<file path="src/verilog/tsirq_map.svh">
/*
  Register indices, field positions and reset values of the touch sensor
  interrupt logic. Assumes an APB master with 32-bit data, one word per register.
*/
`ifndef TSIRQ_MAP_SVH
`define TSIRQ_MAP_SVH

`define TSIRQ_IDX_TOUCH_LOW_EN   10'h005
`define TSIRQ_IDX_TOUCH_HIGH_EN  10'h006
`define TSIRQ_IDX_DONE_EN        10'h007
`define TSIRQ_IDX_TOUCH_LOW_FLG  10'h008
`define TSIRQ_IDX_TOUCH_HIGH_FLG 10'h009
`define TSIRQ_IDX_DONE_FLG       10'h00a

`define TSIRQ_STAGES             12
`define TSIRQ_ADDR_W             12
`define TSIRQ_REG_W              16
`define TSIRQ_STAGE_MSB          11
`define TSIRQ_PIN_SETUP_LSB      12
`define TSIRQ_PIN_SETUP_MSB      13
`define TSIRQ_PIN_TRIG_LSB       14
`define TSIRQ_PIN_TRIG_MSB       15
`define TSIRQ_PIN_EN_BIT         12
`define TSIRQ_PIN_FLG_BIT        12
`define TSIRQ_EN_RESET           16'h0000

`endif

</file>
<file path="src/verilog/tsirq_pkg.sv">
/*
  Types of the touch sensor interrupt logic: pin setup and pin trigger modes.
  Assumes nothing of its surroundings.
*/
package tsirq_pkg;
  typedef enum logic [1:0] {
    TSIRQ_PIN_OFF,
    TSIRQ_PIN_INPUT,
    TSIRQ_PIN_OUT_LOW,
    TSIRQ_PIN_OUT_HIGH
  } tsirq_pin_setup_t;

  typedef enum logic [1:0] {
    TSIRQ_TRIG_NEG_LEVEL,
    TSIRQ_TRIG_POS_EDGE,
    TSIRQ_TRIG_NEG_EDGE,
    TSIRQ_TRIG_POS_LEVEL
  } tsirq_trig_t;
endpackage : tsirq_pkg
</file>
<file path="src/verilog/tsirq_core.sv">
/*
  Interrupt logic of a capacitance-sensor controller: enable and status
  registers on APB, one open-drain active-low interrupt line.
  Assumes stage completion pulses, touch threshold levels and the
  general-purpose pin all arrive synchronous to sys_clk_in.
*/
// Implementation choice: the APB register port.
// What this block does
// - one open-drain active-low interrupt line combining completion, touch and pin events
// - status read clears flags and releases line at address phase
// - enabled stage completion with new result pulls the line low
// - completion enable register holds one enable bit per stage
// - completion flags set per fired stage; read clears only absent conditions
// - touch mode interrupts on contact and again on release
// - separate per-stage enables for low and high threshold crossings
// - low and high touch status registers; line low until read
// - any touch status change interrupts; reads return present activations
// - pin interrupts only while pin setup selects input
// - pin interrupt enable bit lives in completion enable register
// - pin status bit set on trigger; read clears once cause ended
// - negative level mode holds status while pin low
// - positive edge mode triggers on low to high change
// - negative edge mode triggers on high to low change
// - positive level mode holds status while pin high
// - pin setup field sits at bits 13 to 12 of low enable
`include "tsirq_map.svh"
`timescale 1ns/1ns
`default_nettype none

module tsirq_core
  import tsirq_pkg::*;
(
  input  wire logic                         sys_clk_in,
  input  wire logic                         rst_b_in,
  input  wire logic                         psel_in,
  input  wire logic                         penable_in,
  input  wire logic                         pwrite_in,
  input  wire logic [`TSIRQ_ADDR_W-1:0]     paddr_in,
  input  wire logic [31:0]                  pwdata_in,
  output logic      [31:0]                  prdata_out,
  output logic                              pready_out,
  output logic                              pslverr_out,
  input  wire logic [`TSIRQ_STAGES-1:0]     stage_done_in,
  input  wire logic [`TSIRQ_STAGES-1:0]     touch_low_in,
  input  wire logic [`TSIRQ_STAGES-1:0]     touch_high_in,
  input  wire logic                         gpio_pin_in,
  output logic                              irq_n_out,
  output logic                              irq_n_oe_out
);
  localparam int S = `TSIRQ_STAGES;

  logic [`TSIRQ_REG_W-1:0] touch_low_irq_enable_reg;
  logic [S-1:0]            touch_high_irq_enable_reg;
  logic [S-1:0]            stage_done_irq_enable_reg;
  logic                    pin_irq_enable_reg;
  logic [S-1:0]            stage_done_irq_flags_reg;
  logic [S-1:0]            stage_done_irq_flags_next;
  logic                    pin_flag_reg;
  logic                    pin_flag_next;
  logic [S-1:0]            touch_low_act_reg;
  logic [S-1:0]            touch_high_act_reg;
  logic                    touch_low_pend_reg;
  logic                    touch_low_pend_next;
  logic                    touch_high_pend_reg;
  logic                    touch_high_pend_next;
  logic [31:0]             prdata_reg;
  logic                    pready_reg;
  logic                    pslverr_reg;
  logic                    irq_oe_reg;
  logic                    irq_n_reg;

  tsirq_pin_setup_t        pin_setup;
  tsirq_trig_t             pin_trig;
  logic                    pin_armed;
  logic                    pin_cond;
  logic [S-1:0]            done_cond;
  logic [S-1:0]            touch_low_act;
  logic [S-1:0]            touch_high_act;
  logic                    touch_low_chg;
  logic                    touch_high_chg;

  logic                    setup_ph;
  logic                    rd_setup;
  logic                    wr_fire;
  logic                    addr_ok;
  logic [9:0]              idx;
  logic                    hit_low_en;
  logic                    hit_high_en;
  logic                    hit_done_en;
  logic                    hit_low_flg;
  logic                    hit_high_flg;
  logic                    hit_done_flg;
  logic                    hit_any;
  logic [S-1:0]            done_clr;
  logic                    pin_clr;
  logic                    low_clr;
  logic                    high_clr;
  logic [31:0]             rd_value;

  // field decode of the enable registers
  assign pin_setup = tsirq_pin_setup_t'(
    touch_low_irq_enable_reg[`TSIRQ_PIN_SETUP_MSB:`TSIRQ_PIN_SETUP_LSB]);
  assign pin_trig  = tsirq_trig_t'(
    touch_low_irq_enable_reg[`TSIRQ_PIN_TRIG_MSB:`TSIRQ_PIN_TRIG_LSB]);
  assign pin_armed = (pin_setup == TSIRQ_PIN_INPUT) && pin_irq_enable_reg;

  tsirq_pin_trigger u_pin_trigger (
    .sys_clk_in (sys_clk_in),
    .rst_b_in   (rst_b_in),
    .pin_in     (gpio_pin_in),
    .mode_in    (pin_trig),
    .armed_in   (pin_armed),
    .cond_out   (pin_cond)
  );

  // address decode
  assign setup_ph     = psel_in && !penable_in;
  assign idx          = paddr_in[`TSIRQ_ADDR_W-1:2];
  assign addr_ok      = (paddr_in[1:0] == 2'b00);
  assign hit_low_en   = addr_ok && (idx == `TSIRQ_IDX_TOUCH_LOW_EN);
  assign hit_high_en  = addr_ok && (idx == `TSIRQ_IDX_TOUCH_HIGH_EN);
  assign hit_done_en  = addr_ok && (idx == `TSIRQ_IDX_DONE_EN);
  assign hit_low_flg  = addr_ok && (idx == `TSIRQ_IDX_TOUCH_LOW_FLG);
  assign hit_high_flg = addr_ok && (idx == `TSIRQ_IDX_TOUCH_HIGH_FLG);
  assign hit_done_flg = addr_ok && (idx == `TSIRQ_IDX_DONE_FLG);
  assign hit_any      = hit_low_en || hit_high_en || hit_done_en ||
                        hit_low_flg || hit_high_flg || hit_done_flg;
  assign rd_setup     = setup_ph && !pwrite_in;
  assign wr_fire      = psel_in && penable_in && pwrite_in && pready_reg;

  // clears: read at address phase, or write one to a flag bit
  always_comb begin
    done_clr = '0;
    pin_clr  = 1'b0;
    low_clr  = 1'b0;
    high_clr = 1'b0;
    if (rd_setup && hit_done_flg) begin
      done_clr = '1;
      pin_clr  = 1'b1;
    end
    if (wr_fire && hit_done_flg) begin
      done_clr = pwdata_in[S-1:0];
      pin_clr  = pwdata_in[`TSIRQ_PIN_FLG_BIT];
    end
    if (rd_setup && hit_low_flg) begin
      low_clr = 1'b1;
    end
    if (rd_setup && hit_high_flg) begin
      high_clr = 1'b1;
    end
    if (wr_fire && hit_low_flg) begin
      low_clr = |pwdata_in[S-1:0];
    end
    if (wr_fire && hit_high_flg) begin
      high_clr = |pwdata_in[S-1:0];
    end
  end

  // event conditions; a present condition wins over a clear
  assign done_cond      = stage_done_in & stage_done_irq_enable_reg;
  assign touch_low_act  = touch_low_in & touch_low_irq_enable_reg[S-1:0];
  assign touch_high_act = touch_high_in & touch_high_irq_enable_reg;
  assign touch_low_chg  = (touch_low_act != touch_low_act_reg);
  assign touch_high_chg = (touch_high_act != touch_high_act_reg);

  assign stage_done_irq_flags_next =
    (stage_done_irq_flags_reg & ~done_clr) | done_cond;
  assign pin_flag_next        = (pin_flag_reg && !pin_clr) || pin_cond;
  assign touch_low_pend_next  = (touch_low_pend_reg && !low_clr) || touch_low_chg;
  assign touch_high_pend_next = (touch_high_pend_reg && !high_clr) || touch_high_chg;

  // enable registers
  always_ff @(posedge sys_clk_in or negedge rst_b_in) begin
    if (!rst_b_in) begin
      touch_low_irq_enable_reg  <= `TSIRQ_EN_RESET;
      touch_high_irq_enable_reg <= '0;
      stage_done_irq_enable_reg <= '0;
      pin_irq_enable_reg        <= 1'b0;
    end else if (wr_fire) begin
      if (hit_low_en) begin
        touch_low_irq_enable_reg <= pwdata_in[`TSIRQ_REG_W-1:0];
      end
      if (hit_high_en) begin
        touch_high_irq_enable_reg <= pwdata_in[S-1:0];
      end
      if (hit_done_en) begin
        stage_done_irq_enable_reg <= pwdata_in[S-1:0];
        pin_irq_enable_reg        <= pwdata_in[`TSIRQ_PIN_EN_BIT];
      end
    end
  end

  // sticky flags
  always_ff @(posedge sys_clk_in or negedge rst_b_in) begin
    if (!rst_b_in) begin
      stage_done_irq_flags_reg <= '0;
      pin_flag_reg             <= 1'b0;
      touch_low_pend_reg       <= 1'b0;
      touch_high_pend_reg      <= 1'b0;
    end else begin
      stage_done_irq_flags_reg <= stage_done_irq_flags_next;
      pin_flag_reg             <= pin_flag_next;
      touch_low_pend_reg       <= touch_low_pend_next;
      touch_high_pend_reg      <= touch_high_pend_next;
    end
  end

  // present touch activations
  always_ff @(posedge sys_clk_in or negedge rst_b_in) begin
    if (!rst_b_in) begin
      touch_low_act_reg  <= '0;
      touch_high_act_reg <= '0;
    end else begin
      touch_low_act_reg  <= touch_low_act;
      touch_high_act_reg <= touch_high_act;
    end
  end

  // interrupt line, pulled low while any flag stands
  always_ff @(posedge sys_clk_in or negedge rst_b_in) begin
    if (!rst_b_in) begin
      irq_oe_reg <= 1'b0;
      irq_n_reg  <= 1'b0;
    end else begin
      irq_oe_reg <= (|stage_done_irq_flags_next) || pin_flag_next ||
                    touch_low_pend_next || touch_high_pend_next;
      irq_n_reg  <= 1'b0;
    end
  end

  // read mux, sampled before the clear lands
  always_comb begin
    rd_value = '0;
    if (hit_low_en) begin
      rd_value[`TSIRQ_REG_W-1:0] = touch_low_irq_enable_reg;
    end
    if (hit_high_en) begin
      rd_value[S-1:0] = touch_high_irq_enable_reg;
    end
    if (hit_done_en) begin
      rd_value[S-1:0]               = stage_done_irq_enable_reg;
      rd_value[`TSIRQ_PIN_EN_BIT]   = pin_irq_enable_reg;
    end
    if (hit_low_flg) begin
      rd_value[S-1:0] = touch_low_act_reg;
    end
    if (hit_high_flg) begin
      rd_value[S-1:0] = touch_high_act_reg;
    end
    if (hit_done_flg) begin
      rd_value[S-1:0]             = stage_done_irq_flags_reg;
      rd_value[`TSIRQ_PIN_FLG_BIT] = pin_flag_reg;
    end
  end

  // apb answer: zero wait states
  always_ff @(posedge sys_clk_in or negedge rst_b_in) begin
    if (!rst_b_in) begin
      prdata_reg  <= '0;
      pready_reg  <= 1'b0;
      pslverr_reg <= 1'b0;
    end else begin
      pready_reg  <= setup_ph;
      pslverr_reg <= setup_ph && !hit_any;
      if (rd_setup) begin
        prdata_reg <= rd_value;
      end
    end
  end

  assign prdata_out   = prdata_reg;
  assign pready_out   = pready_reg;
  assign pslverr_out  = pslverr_reg;
  assign irq_n_out    = irq_n_reg;
  assign irq_n_oe_out = irq_oe_reg;
endmodule : tsirq_core

`default_nettype wire

</file>
<file path="src/verilog/tsirq_pin_trigger.sv">
/*
  Trigger detector for the general-purpose input pin.
  Assumes the pin is synchronous to sys_clk_in.
*/
`timescale 1ns/1ns
`default_nettype none

module tsirq_pin_trigger
  import tsirq_pkg::*;
(
  input  wire logic        sys_clk_in,
  input  wire logic        rst_b_in,
  input  wire logic        pin_in,
  input  wire tsirq_trig_t mode_in,
  input  wire logic        armed_in,
  output logic             cond_out
);
  logic pin_prev_reg;
  logic hit;

  always_ff @(posedge sys_clk_in or negedge rst_b_in) begin
    if (!rst_b_in) begin
      pin_prev_reg <= 1'b0;
    end else begin
      pin_prev_reg <= pin_in;
    end
  end

  always_comb begin
    hit = 1'b0;
    unique case (mode_in)
      TSIRQ_TRIG_NEG_LEVEL: hit = !pin_in;
      TSIRQ_TRIG_POS_EDGE:  hit = pin_in && !pin_prev_reg;
      TSIRQ_TRIG_NEG_EDGE:  hit = !pin_in && pin_prev_reg;
      TSIRQ_TRIG_POS_LEVEL: hit = pin_in;
    endcase
    cond_out = armed_in && hit;
  end
endmodule : tsirq_pin_trigger

`default_nettype wire

</file>
<file path="config.mk">
export PLATFORM = sky130hd
export DESIGN_NAME = tsirq_core
export DESIGN_NICKNAME = d
export VERILOG_FILES = /design/src/verilog/tsirq_pkg.sv /design/src/verilog/tsirq_core.sv /design/src/verilog/tsirq_pin_trigger.sv
export VERILOG_INCLUDE_DIRS = /design/src /design/src/verilog
export SDC_FILE = /design/constraint.sdc
export NUM_CORES = 1
export LEC_CHECK = 0
export BUFFER_PORTS_ARGS = -buffer_cell sky130_fd_sc_hd__buf_2
export CAP_MARGIN = 20
export CORE_MARGIN = 2
export CORE_UTILIZATION = 54
export DETAILED_ROUTE_END_ITERATION = 7
export GPL_TIMING_DRIVEN = 0
export PLACE_DENSITY_LB_ADDON = 0.05
export SYNTH_ARGS = -nofsm -noshare
export SYNTH_HDL_FRONTEND = slang
export SYNTH_SLANG_ARGS = --single-unit
</file>
<file path="constraint.sdc">
create_clock -name sys_clk_in -period 2.1 [get_ports sys_clk_in]
set_input_delay 0.21 -clock sys_clk_in [delete_from_list [all_inputs] [get_ports sys_clk_in]]
set_output_delay 0.21 -clock sys_clk_in [all_outputs]
set_load 0.03 [all_outputs]
</file>
* Word-level counts from Yosys, hierarchy flattened
Cells that the tools add are included.
** Storage, ports and cells
- Bits in registers :: 100
- Input port bits :: 86
- Output and inout port bits :: 36
- Logic and storage cells :: 99
** Cells by class
- Equality and inequality tests :: 12
- Muxes and demuxes :: 15
- Bitwise logic cells :: 6
- Reductions and logical operators :: 51
** Operators with widths (count)
- 12-bit 2-to-1 mux :: 5
- 12-bit bitwise AND :: 4
- 10-bit by 3-bit == test with 1-bit output, second input constant :: 3
- 10-bit by 4-bit == test with 1-bit output, second input constant :: 3
- 13-bit 2-to-1 mux :: 2
- 1-bit logical AND :: 25
- 12-bit != test :: 2
- 12-bit OR reduction :: 2
- 16-bit 2-to-1 mux :: 1
- 12-bit NOT :: 1
- 12-bit bitwise OR :: 1
- 1-bit logical OR :: 11
- 1-bit zero test :: 8
- 1-bit 2-to-1 mux :: 6
- 2-bit AND reduction :: 3
- 2-bit by 1-bit == test with 1-bit output, second input constant :: 2
- 2-bit == test, second input constant :: 2
- 2-bit zero test :: 2
- 1-bit case mux with 4 select lines :: 1

* Logic depth before layout (Yosys ltp)
Gate-level depths: netlist of the first run.
- Depth after elaboration :: 13
- Gate-level depth with buffers :: 8

* Hierarchy
Synthesis of the first run repeated with hierarchy kept, for this count alone.
** Second synthesis, totals
- Cell total of the unflattened synthesis :: 442
- Area, all modules :: 4843.4 µm²
** Modules (own cells, without submodules)
- tsirq_core :: times used 1, cells each 435, area each 4787.1 µm², seq. area each 2477.4 µm²
- tsirq_pin_trigger :: times used 1, cells each 7, area each 56.3 µm², seq. area each 25.0 µm²

* Worst setup path after synthesis of the first run
No wires, ideal clock.
- Path kind :: register -> register
- Start :: reg pready_reg (netlist: pready_out)
- End :: reg touch_high_irq_enable_reg[10]
- Setup time :: 125 ps
- Data arrival time :: 1688 ps
- Path slack :: 288 ps
- Stages on the path, launching flop included :: 7
- Period minus slack after synthesis :: 1812 ps
- Cell sequence :: dfrtp_1 -> and3_1 -> buf_2 -> buf_2 -> nand3_1 -> buf_2 -> mux2_2
** Between the ends
- Word-level cells in the longest chain between the ends :: 2
** RTL lines
- from (decl) :: RTL line tsirq_core.sv:67 : logic pready_reg;
- from (signal assigned) :: RTL line tsirq_core.sv:263 : pready_reg <= setup_ph;
- 1-bit logical AND :: RTL line tsirq_core.sv:129 : assign wr_fire = psel_in && penable_in && pwrite_in && pready_reg;
- 2-bit AND reduction (no source line)
- to (signal assigned) :: RTL line tsirq_core.sv:184 : touch_high_irq_enable_reg <= pwdata_in[S-1:0];
- to (decl) :: RTL line tsirq_core.sv:53 : logic [S-1:0] touch_high_irq_enable_reg;
Every way passes these cells.
A chain may end at the register's enable or synchronous reset.

* Worst setup path in the final report of the first run
- Start :: reg pready_reg (netlist: pready_out)
- End :: reg touch_high_irq_enable_reg[4]
Same word-level chain as after synthesis.

==> run summary, run 1 <==
Outcome
- **result of the run** finished, final reports clean

Pwr
- **clock share of power** 34.9%
- **internal power consumption** 2.51 mW
- **Comb power frac** 8.9%
- **NetSw** 936 µW
- **switching part of the total power** 27.2%
- **Leakage Power** 3.06 nW
- **fraction of power consumed by sequential logic** 56.2%
- **total power density per cell area** 589 nW/µm²
- **worst-case vdd ir drop** 0.346 mV

Logic synthesis
- **top cells by area, synth** sky130_fd_sc_hd__dfrtp_1 (50%), sky130_fd_sc_hd__mux2_2 (9.7%), sky130_fd_sc_hd__nand2_1 (3.2%)
- **mapped cell area** 4970 µm²
- **synth unique cells** 47
- **number of synthesized register bits** 100
- **library cell with the largest summed area after synthesis** sky130_fd_sc_hd__dfrtp_1
- **number of warnings issued by yosys** 0
- **async set or reset register ratio after synthesis** 100%
- **post-synth top area share** 50.3%
- **number of enable flip-flop cells after synthesis** 0
- **fraction of the yosys area taken by sequential cells** 50.3%
- **average cell area after synthesis** 11.5 µm²
- **commonest register cell after synthesis** sky130_fd_sc_hd__dfrtp_1
- **gate count after technology mapping** 433

Finish
- **area occupied by multi-input gates** 2270 µm²
- **share of cells above drive strength 1** 35.9%
- **growth of design area from synthesis to finish** 17.6%
- **register cell area after layout** 2500 µm²
- **Antenna Cells** 0
- **number of filler instances in the final layout** 797
- **final cell utilization of the core** 64.2%
- **net total in the final layout** 635

Global route
- **wire length of the first global-routing pass** 19,700 µm
- **aggregate global routing overflow** 0
- **number of global-route vias before repair** 3,814
- **combined global-route utilization of all metal layers** 26.6%
- **largest net degree at the start of global routing** 70
- **number of antenna violations at the first check in global routing** 0

Clock tree
- **TritonCTS Buffers** 9
- **clock latency reported for the late side of the worst-skew pair** 0.38 ns
- **CTS sink count** 100
- **level count of the clock H-tree** 3
- **number of buffers between clock root and the deepest sink** 2
- **cell chosen for the clock root** sky130_fd_sc_hd__clkbuf_8
- **clock transition at the registers of the reported paths** 0.11 ns
- **TritonCTS clock tree** yes

Floorplan
- **floorplan die area** 10000 µm²
- **IO Pins** 122
- **site row count** 35
- **floorplan die width** 100 µm
- **Core Footprint** 9110 µm²
- **Die Span Y** 100 µm
- **effective utilization at floorplan** 54.6%

Drt
- **final routed wire length divided by cell count** 19.2 µm
- **total routed wirelength** 12,700 µm
- **Antenna Nets Post-Route** 0
- **overall via count from detail_route** 3,770
- **Detailed Routing Iterations Pass 1** 5
- **DR vias/cell** 5.67
- **DRC viols** 0
- **Starting DRT DRC Count** 165

STA
- **Fin. Hold Viols** 0
- **Relative slew margins** 49.8%
- **time the final worst path needs with I/O delays and setup** 1.98 ns
- **Least-Margin Pin Slew** 0.750 ns
- **count of final max-slew check failures** 0
- **setup repair after global routing missed its margin** false
- **number of endpoints failing setup at the final stage** 0
- **clk_skew** 0.0138 ns
- **Final Cycle Share** 94.1%
- **worst setup margin** 0.124 ns
- **maximum frequency from static timing analysis** 506 MHz

Worst setup path
- **Max Fanout on Critical Path** 10
- **CP cell instances** and3_1 -> buf_2 -> clkbuf_4 -> nand3_1 -> buf_2 -> mux2_2
- **CP Data Required Time** 2.36 ns
- **most repeated library cell on the critical path** sky130_fd_sc_hd__buf_2
- **signal arrival time at the worst endpoint** 2.23 ns
- **crit path launch type** register
- **type of the setup path with the least slack** register to register
- **Reg2Reg Setup Slack** 0.12 ns
- **critical path's largest stage delay** 0.42 ns
- **Worst Setup End Kind** register
- **slowest stage cell on the critical path** sky130_fd_sc_hd__dfrtp_1

Placement
- **Placement Setup Slack** -0.0781 ns
- **Port-buffer cells** 86
- **global placement routability congestion** 0.844
- **dpl hpwl** 9630 µm

Job
- **number of max-cap violations** 0

Hold path
- **min-delay worst type** primary input to register

## cells by family (layout without fill, tap and decap cells)
family	after synthesis	count (layout)	synth area share (%)
mux	66	66	15.4
compound gates	71	71	9.13
xor+xnor	24	24	4.23
other cells	1	17	0.0754
simple gates	132	132	15.5
buf+inv	39	144	5.43
flops	100	100	50.3
## what timing repair did
action                                 CTS  global route
resized for setup                        0             2
hold buffers                             2             0
setup buffers                            0             0
endpoints found under the hold margin   32             0
setup endpoints to repair                0             1
## area by class of cell
class                   instances  area share, %
plain buffers                  36           4.47
clock buffers                   9           2.12
clock inverters                 7           1.11
inverters                       3          0.192
multi-input cells             310           38.8
flip-flops and latches        100           42.8
well taps                     111           2.37
repair buffers                 89           8.21
## power groups by stage
| stage | Sequential, mW | Clock [mW] | Combinational (mW) |
|---|---|---|---|
| after floorplan | 1.98 | 0 | 0.138 |
| after detailed placement | 1.97 | 0 | 0.305 |
| after global placement | 1.97 | 0 | 0.295 |
| after CTS | 1.94 | 1.23 | 0.308 |
| after global routing | 1.94 | 1.30 | 0.335 |
| final | 1.94 | 1.20 | 0.308 |
## critical path, delay by kind of cell, from the launching register on
| kind | cells | cell delay, ns |
|---|---|---|
| flip-flops | 1 | 0.42 |
| multiplexers | 1 | 0.37 |
| buffers and inverters | 3 | 0.70 |
| AND/OR/NAND/NOR | 2 | 0.36 |
## path summary, 6_finish.rpt
| path | start | to | cells after the start |
|---|---|---|---|
| max | pready_out | touch_high_irq_enable_reg[4] | 6 |
| min | stage_done_in[0] | stage_done_irq_flags_reg[0] | 3 |
| max reg2reg | pready_out | touch_high_irq_enable_reg[4] | 6 |
| min reg2reg | prdata_out[15] | prdata_out[15] | 2 |
| max in group asynchronous | rst_b_in | stage_done_irq_flags_reg[10] | 3 |
| min in group asynchronous | rst_b_in | touch_high_act_reg[7] | 2 |
## per-layer routing
layer,vias up,track usage (%),wire (µm)
met4,0,9.59,363
met5,-,0,0
met2,150,44.7,6370
met1,1843,34.6,5320
li1,1741,-,-
met3,36,4.94,695
## cell usage after synthesis (all sizes together), types with 2 or more instances
| cell type | n |
|---|---|
| a21o | 3 |
| a21oi | 22 |
| a221o | 12 |
| a31oi | 3 |
| a32oi | 2 |
| and2 | 25 |
| and3 | 5 |
| buf | 32 |
| clkbuf | 4 |
| dfrtp | 100 |
| inv | 3 |
| mux2 | 53 |
| mux2i | 13 |
| nand2 | 43 |
| nand2b | 3 |
| nand3 | 8 |
| nand4 | 8 |
| nand4b | 2 |
| nor2 | 19 |
| nor3 | 2 |
| nor4 | 9 |
| nor4b | 3 |
| o21ai | 23 |
| o31ai | 3 |
| xnor2 | 12 |
| xor2 | 12 |
## metrics by stage
stage,power [mW],cells,cell area (µm²),hold slack [ns],setup TNS (ns)
final,3.45,665,5850,0.0476,0
after floorplan,2.12,449,5030,-0.0856,0
after detailed placement,2.28,647,5630,0.185,-1.45
after CTS,3.47,665,5840,0.0350,0
after global routing,3.57,665,5850,0.0333,0
after global placement,2.27,646,5600,0.349,-23.67
## cell usage in the layout, fill, tap and decap left out, drive strengths merged, types with 14 or more instances in the layout
cell    count
dfrtp     100
nor2       19
clkbuf     14
nand2      43
o21ai      23
a21oi      22
buf       118
conb       17
mux2       53
and2       25
No activity file was read; power rests on OpenSTA's default activity.
==> inputs of run 2 (changes only) <==
--- a/config.mk
+++ b/config.mk
@@ -9,7 +9,7 @@
 export BUFFER_PORTS_ARGS = -buffer_cell sky130_fd_sc_hd__buf_2
 export CAP_MARGIN = 20
 export CORE_MARGIN = 2
-export CORE_UTILIZATION = 54
+export CORE_UTILIZATION = 30
 export DETAILED_ROUTE_END_ITERATION = 7
 export GPL_TIMING_DRIVEN = 0
 export PLACE_DENSITY_LB_ADDON = 0.05
==> constraint.sdc (replaced) <==
create_clock -name sys_clk_in -period 2.15 [get_ports sys_clk_in]
set_input_delay 0.215 -clock sys_clk_in [delete_from_list [all_inputs] [get_ports sys_clk_in]]
set_output_delay 0.215 -clock sys_clk_in [all_outputs]
set_load 0.03 [all_outputs]
==> run summary, run 2 (synthesized netlist as in run 1, its figures left out) <==
Clock tree
- **level count of the clock H-tree** 3, unchanged
- **cell chosen for the clock root** sky130_fd_sc_hd__clkbuf_16
- **TritonCTS Buffers** 9, unchanged
- **TritonCTS clock tree** yes
- **clock transition at the registers of the reported paths** 0.07 ns, -0.04 ns
- **CTS sink count** 100, unchanged
- **number of buffers between clock root and the deepest sink** 2, unchanged
- **clock latency reported for the late side of the worst-skew pair** 0.35 ns, -0.03 ns

STA
- **number of endpoints failing setup at the final stage** 0, unchanged
- **time the final worst path needs with I/O delays and setup** 2.05 ns, +0.0721 ns
- **Final Cycle Share** 95.3%, +1.2 points
- **setup repair after global routing missed its margin** false
- **Least-Margin Pin Slew** 0.809 ns, +0.0587 ns
- **Relative slew margins** 45.9%, -3.9 points
- **clk_skew** 0.00553 ns, -0.00828 ns
- **worst setup margin** 0.102 ns, -0.0221 ns
- **count of final max-slew check failures** 0, unchanged
- **Fin. Hold Viols** 0, unchanged
- **maximum frequency from static timing analysis** 488 MHz, -3.5%

Worst setup path
- **Worst Setup End Kind** register
- **worst flop-to-flop path endpoint** irq_n_oe_out
- **crit path launch type** register
- **worst reg-to-reg path cell count** 6, unchanged
- **Max Fanout on Critical Path** 3, -7
- **type of the setup path with the least slack** register to register
- **CP Data Required Time** 2.34 ns, -0.02 ns
- **signal arrival time at the worst endpoint** 2.24 ns, about the same
- **Critical R2R Launch** touch_low_irq_enable_reg[10]
- **Reg2Reg Setup Slack** 0.10 ns, -0.02 ns

Finish
- **most used cells in the layout excluding fill and tap cells** sky130_fd_sc_hd__dfrtp_1 (100), sky130_fd_sc_hd__buf_2 (91), sky130_fd_sc_hd__nand2_1 (43), sky130_fd_sc_hd__mux2_2 (43), sky130_fd_sc_hd__and2_1 (24)
- **growth of design area from synthesis to finish** 22.8%
- **Antenna Cells** 0, unchanged
- **count of placed standard cells in the final layout, fillers left out** 774, +16%
- **net total in the final layout** 637, +0.31%
- **Final Cell Area** 6110 µm², +4.4%
- **final cell utilization of the core** 37.2%, -27 points
- **share of cells above drive strength 1** 36.3%, +0.36 points
- **leading cell type in the layout, fill and taps excluded** sky130_fd_sc_hd__dfrtp_1

Pwr
- **Leakage Power** 3.12 nW, +1.9%
- **total power density per cell area** 619 nW/µm², +5.0%
- **worst-case vdd ir drop** 0.383 mV, +11%

Drt
- **total routed wirelength** 15,400 µm, +21%
- **final routed wire length divided by cell count** 19.9 µm, +4.0%
- **amount of wire on met3 after detailed routing** 700 µm, +0.72%
- **DRC viols** 0, unchanged
- **Detailed Routing Iterations Pass 1** 4, -1
- **Highest Signal Layer** met4
- **Antenna Nets Post-Route** 0, unchanged
- **Met1 Routed Length** 6880 µm, +29%
- **routed wire length on met2** 7510 µm, +18%
- **overall via count from detail_route** 3,705, -1.7%
- **Starting DRT DRC Count** 165, unchanged
- **DR vias/cell** 4.79, -16%

Outcome
- **result of the run** finished, final reports clean

Hold path
- **min-delay worst type** primary input to register
- **startpoint of the tightest hold check path** pwdata_in[15]
- **worst hold path cell count** 2, -1
- **end point of the worst hold path** touch_low_irq_enable_reg[15]

Global route
- **combined global-route utilization of all metal layers** 18.2%, -8.4 points
- **largest net degree at the start of global routing** 62, -11%
- **aggregate global routing overflow** 0, unchanged
- **number of antenna violations at the first check in global routing** 0, unchanged
- **number of global-route vias before repair** 3,914, +2.6%
- **wire length of the first global-routing pass** 23,500 µm, +19%

Floorplan
- **floorplan die area** 17,600 µm², +76%
- **site row count** 47, +34%
- **Core Footprint** 16,400 µm², +80%
- **effective utilization at floorplan** 30.3%, -24 points
- **Die Span Y** 133 µm, +33%
- **IO Pins** 122, unchanged
- **floorplan die width** 133 µm, +33%

Placement
- **Placement Setup Slack** -0.206 ns, -0.128 ns
- **cell count after placement** 756, +17%
- **Area after DPL** 5770 µm², +2.4%
- **dpl hpwl** 11,600 µm, +20%
- **Port-buffer cells** 86, unchanged
- **global placement routability congestion** 0.806, -4.5%

Job
- **number of max-cap violations** 0, unchanged

run 2: cell types whose count changed in the layout (fill, tap and decap cells not counted):
cell	previous run	this run
sky130_fd_sc_hd__o2111ai_1	1	0
sky130_fd_sc_hd__buf_2	92	91
sky130_fd_sc_hd__clkinv_4	1	0
sky130_fd_sc_hd__o2111ai_2	0	1
sky130_fd_sc_hd__clkbuf_16	0	9
sky130_fd_sc_hd__clkbuf_8	9	3
sky130_fd_sc_hd__inv_8	2	0
sky130_fd_sc_hd__inv_6	3	0
sky130_fd_sc_hd__buf_4	19	21
sky130_fd_sc_hd__a32oi_1	2	1
sky130_fd_sc_hd__clkinv_2	0	2
sky130_fd_sc_hd__clkinvlp_4	1	0
sky130_fd_sc_hd__buf_6	4	5
sky130_fd_sc_hd__a32oi_2	0	1
run 2: how the worst max path moves through the flow:
| stage | from | end | slack [ns] |
|---|---|---|---|
| final | touch_low_irq_enable_reg[10] | irq_n_oe_out | 0.10 |
| after global routing | pready_out | irq_n_oe_out | 0.0003 |
| after CTS | pready_out | irq_n_oe_out | 0.02 |
| after detailed placement | paddr_in[7] | irq_n_oe_out | -0.21 |
| after global placement | rst_b_in | touch_low_irq_enable_reg[15] | -0.39 |
| after floorplan | pready_out | touch_high_irq_enable_reg[10] | 0.34 |
run 2: metal layers:
metal  vias up  track usage (%)
li1       1747                -
met5         -                0
met2        96             29.8
met1      1840             23.6
met4         0             6.15
met3        22             4.41
run 2: per-stage QoR:
step                      hold WS, ns  TNS (ns)  power [mW]
final                          0.0897         0        3.78
after global placement          0.359    -41.20        2.23
after floorplan               -0.0806         0        2.07
after detailed placement        0.246     -3.61        2.24
after CTS                      0.0792         0        3.82
after global routing           0.0838         0        3.92
run 2: timing repair:
action	in CTS	in global routing
buffers inserted	0	2
hold buffers	2	0
setup endpoints to repair	1	4
pin swaps	0	3
resized for setup	1	6
hold endpoints to repair	40	0
run 2: power by group:
part | leakage, nW | total (mW) | internal, mW | switching [mW]
combinational | 1.61 | 0.317 | 0.117 | 0.200
clock | 0.140 | 1.57 | 0.864 | 0.707
sequential | 1.37 | 1.89 | 1.89 | 0.00355
total | 3.12 | 3.78 | 2.87 | 0.910
run 2: cell type report:
cell class / instances / area (µm²)
clock inverter: 2 / 10.0
buffer: 36 / 268
fill: 1661 / 10300
clock buffer: 12 / 267
tap: 220 / 275
timing repair buffer: 91 / 495
multi-input combinational: 310 / 2280
sequential: 100 / 2500
inverter: 3 / 11.3
run 2: worst max-delay path: stages (launching register included):
cell                       delay [ns]
sky130_fd_sc_hd__dfrtp_1         0.43
sky130_fd_sc_hd__and2_1          0.19
sky130_fd_sc_hd__xnor2_1         0.36
sky130_fd_sc_hd__nand4_1         0.15
sky130_fd_sc_hd__nor3_1          0.34
sky130_fd_sc_hd__and4bb_1        0.26
sky130_fd_sc_hd__nand4b_1        0.16
==> inputs of run 3 (changes only) <==
--- a/config.mk
+++ b/config.mk
@@ -8,7 +8,7 @@
 export LEC_CHECK = 0
 export BUFFER_PORTS_ARGS = -buffer_cell sky130_fd_sc_hd__buf_2
 export CAP_MARGIN = 20
-export CORE_MARGIN = 2
+export CORE_MARGIN = 8
 export CORE_UTILIZATION = 30
 export DETAILED_ROUTE_END_ITERATION = 7
 export GPL_TIMING_DRIVEN = 0
==> run summary, run 3 (synthesized netlist as in run 1, its figures left out) <==
Clock tree
- **CTS sink count** 100, unchanged
- **clock transition at the registers of the reported paths** 0.06 ns, about the same
- **clock latency reported for the late side of the worst-skew pair** 0.35 ns, about the same
- **level count of the clock H-tree** 3, unchanged
- **TritonCTS clock tree** yes
- **cell chosen for the clock root** sky130_fd_sc_hd__clkbuf_16
- **TritonCTS Buffers** 9, unchanged
- **number of buffers between clock root and the deepest sink** 2, unchanged

Finish
- **growth of design area from synthesis to finish** 22.3%
- **share of cells above drive strength 1** 35.8%, -0.48 points
- **Antenna Cells** 0, unchanged
- **count of placed standard cells in the final layout, fillers left out** 773, -0.13%
- **leading cell type in the layout, fill and taps excluded** sky130_fd_sc_hd__dfrtp_1
- **net total in the final layout** 638, +0.16%
- **most used cells in the layout excluding fill and tap cells** sky130_fd_sc_hd__dfrtp_1 (100), sky130_fd_sc_hd__buf_2 (92), sky130_fd_sc_hd__nand2_1 (43), sky130_fd_sc_hd__mux2_2 (43), sky130_fd_sc_hd__and2_1 (24)

Global route
- **number of global-route vias before repair** 4,102, +4.8%
- **largest net degree at the start of global routing** 52, -16%
- **combined global-route utilization of all metal layers** 16.1%, -2.1 points
- **wire length of the first global-routing pass** 24,500 µm, +4.3%
- **number of antenna violations at the first check in global routing** 0, unchanged
- **aggregate global routing overflow** 0, unchanged

STA
- **clk_skew** 0.00549 ns, -0.0000366 ns
- **aggregate negative setup slack** 0 ns, unchanged
- **count of final max-slew check failures** 0, unchanged
- **time the final worst path needs with I/O delays and setup** 2.08 ns, +0.0344 ns
- **Fin. Hold Viols** 0, unchanged
- **Least-Margin Pin Slew** 0.785 ns, -0.0238 ns
- **worst setup margin** 0.0672 ns, -0.0344 ns
- **Final Cycle Share** 96.9%, +1.6 points
- **maximum frequency from static timing analysis** 480 MHz, -1.7%
- **number of endpoints failing setup at the final stage** 0, unchanged
- **Relative slew margins** 47.7%, +1.8 points

Floorplan
- **effective utilization at floorplan** 30.3%, unchanged
- **floorplan die area** 21,000 µm², +19%
- **Die Span Y** 145 µm, +9.0%
- **IO Pins** 122, unchanged
- **Core Footprint** 16,400 µm², unchanged
- **site row count** 47, unchanged
- **floorplan die width** 145 µm, +9.0%

Drt
- **Antenna Nets Post-Route** 0, unchanged
- **DR vias/cell** 4.72, -1.3%
- **Starting DRT DRC Count** 144, -13%
- **total routed wirelength** 16,000 µm, +3.9%
- **overall via count from detail_route** 3,652, -1.4%
- **DRC viols** 0, unchanged
- **Detailed Routing Iterations Pass 1** 4, unchanged
- **final routed wire length divided by cell count** 20.7 µm, +4.0%

Pwr
- **NetSw** 886 µW, -2.6%
- **Leakage Power** 3.10 nW, -0.52%
- **worst-case vdd ir drop** 0.358 mV, -6.6%
- **clock share of power** 40.1%, -1.5 points
- **internal power consumption** 2.80 mW, -2.5%
- **total power density per cell area** 605 nW/µm², -2.1%
- **switching part of the total power** 24.1%, about the same
- **fraction of power consumed by sequential logic** 51.4%, +1.3 points
- **Comb power frac** 8.5%, about the same

Worst setup path
- **CP Data Required Time** 2.34 ns, about the same
- **Worst Setup End Kind** register
- **Max Fanout on Critical Path** 10, +7
- **type of the setup path with the least slack** register to register
- **signal arrival time at the worst endpoint** 2.27 ns, +0.03 ns
- **crit path launch type** register

Placement
- **global placement routability congestion** 0.774, -3.9%
- **cell count after placement** 756, unchanged
- **Port-buffer cells** 86, unchanged
- **dpl hpwl** 12,300 µm, +6.5%
- **Placement Setup Slack** -0.286 ns, -0.0803 ns

Outcome
- **result of the run** finished, final reports clean

Hold path
- **min-delay worst type** primary input to register

Job
- **number of max-cap violations** 0, unchanged

[run 3: through the flow]
stage | hold slack, ns | power [mW] | util, % | cell area (µm²)
after global routing | 0.0883 | 3.83 | 37.1 | 6090
after floorplan | -0.0806 | 2.07 | - | 5030
after global placement | 0.359 | 2.23 | 35.0 | 5740
after detailed placement | 0.306 | 2.24 | 35.2 | 5770
after CTS | 0.0851 | 3.73 | 36.8 | 6040
final | 0.0967 | 3.68 | 37.1 | 6090
[run 3: power groups by stage]
stage / Sequential [mW] / Combinational (mW) / Clock (mW)
final: 1.89 / 0.315 / 1.48
after global routing: 1.89 / 0.345 / 1.60
after global placement: 1.93 / 0.304 / 0
after CTS: 1.89 / 0.316 / 1.52
after floorplan: 1.93 / 0.134 / 0
after detailed placement: 1.93 / 0.312 / 0
[run 3: critical path, cell delays in order, from the launching register on]
cell and delay [ns]:
sky130_fd_sc_hd__dfrtp_1 0.39, sky130_fd_sc_hd__and3_1 0.17, sky130_fd_sc_hd__buf_2 0.19, sky130_fd_sc_hd__buf_6 0.17, sky130_fd_sc_hd__nand2_1 0.07, sky130_fd_sc_hd__a32oi_2 0.25, sky130_fd_sc_hd__o2111ai_2 0.15, sky130_fd_sc_hd__nor4_2 0.33
sky130_fd_sc_hd__nand4b_1 0.19
[run 3: routing by layer]
layer  global-route usage (%)  vias up  wire length [µm]
met2                     26.9       81              7880
met1                     20.4     1811              7240
li1                         -     1743                 -
met5                        0        -                 0
met4                     5.91        0               294
met3                     2.66       17               621
[run 3: worst paths after layout]
| path | end | cells past startpoint | slack [ns] | startpoint |
|---|---|---|---|---|
| max in group asynchronous | touch_low_irq_enable_reg[15] | 3 | 1.00 | rst_b_in |
| min in group asynchronous | touch_low_act_reg[7] | 2 | 0.46 | rst_b_in |
| min | touch_low_irq_enable_reg[15] | 2 | 0.1 | pwdata_in[15] |
| max | irq_n_oe_out | 8 | 0.07 | pready_out |
| min reg2reg | prdata_out[14] | 2 | 0.47 | prdata_out[14] |
| max reg2reg | irq_n_oe_out | 8 | 0.07 | pready_out |
[run 3: final cells by class]
class	count	area [µm²]
buffer	36	265
fill	1658	10300
sequential	100	2500
tap	220	275
clock buffer	12	246
timing repair buffer	92	503
multi-input combinational	310	2280
inverter	3	11.3
[run 3: repair_timing]
item	4_1_cts	5_1_grt
hold buffers	2	0
setup buffers	0	3
endpoints found under the setup margin	1	1
endpoints found under the hold margin	50	0
gates resized for setup	1	5
pin swaps	0	3
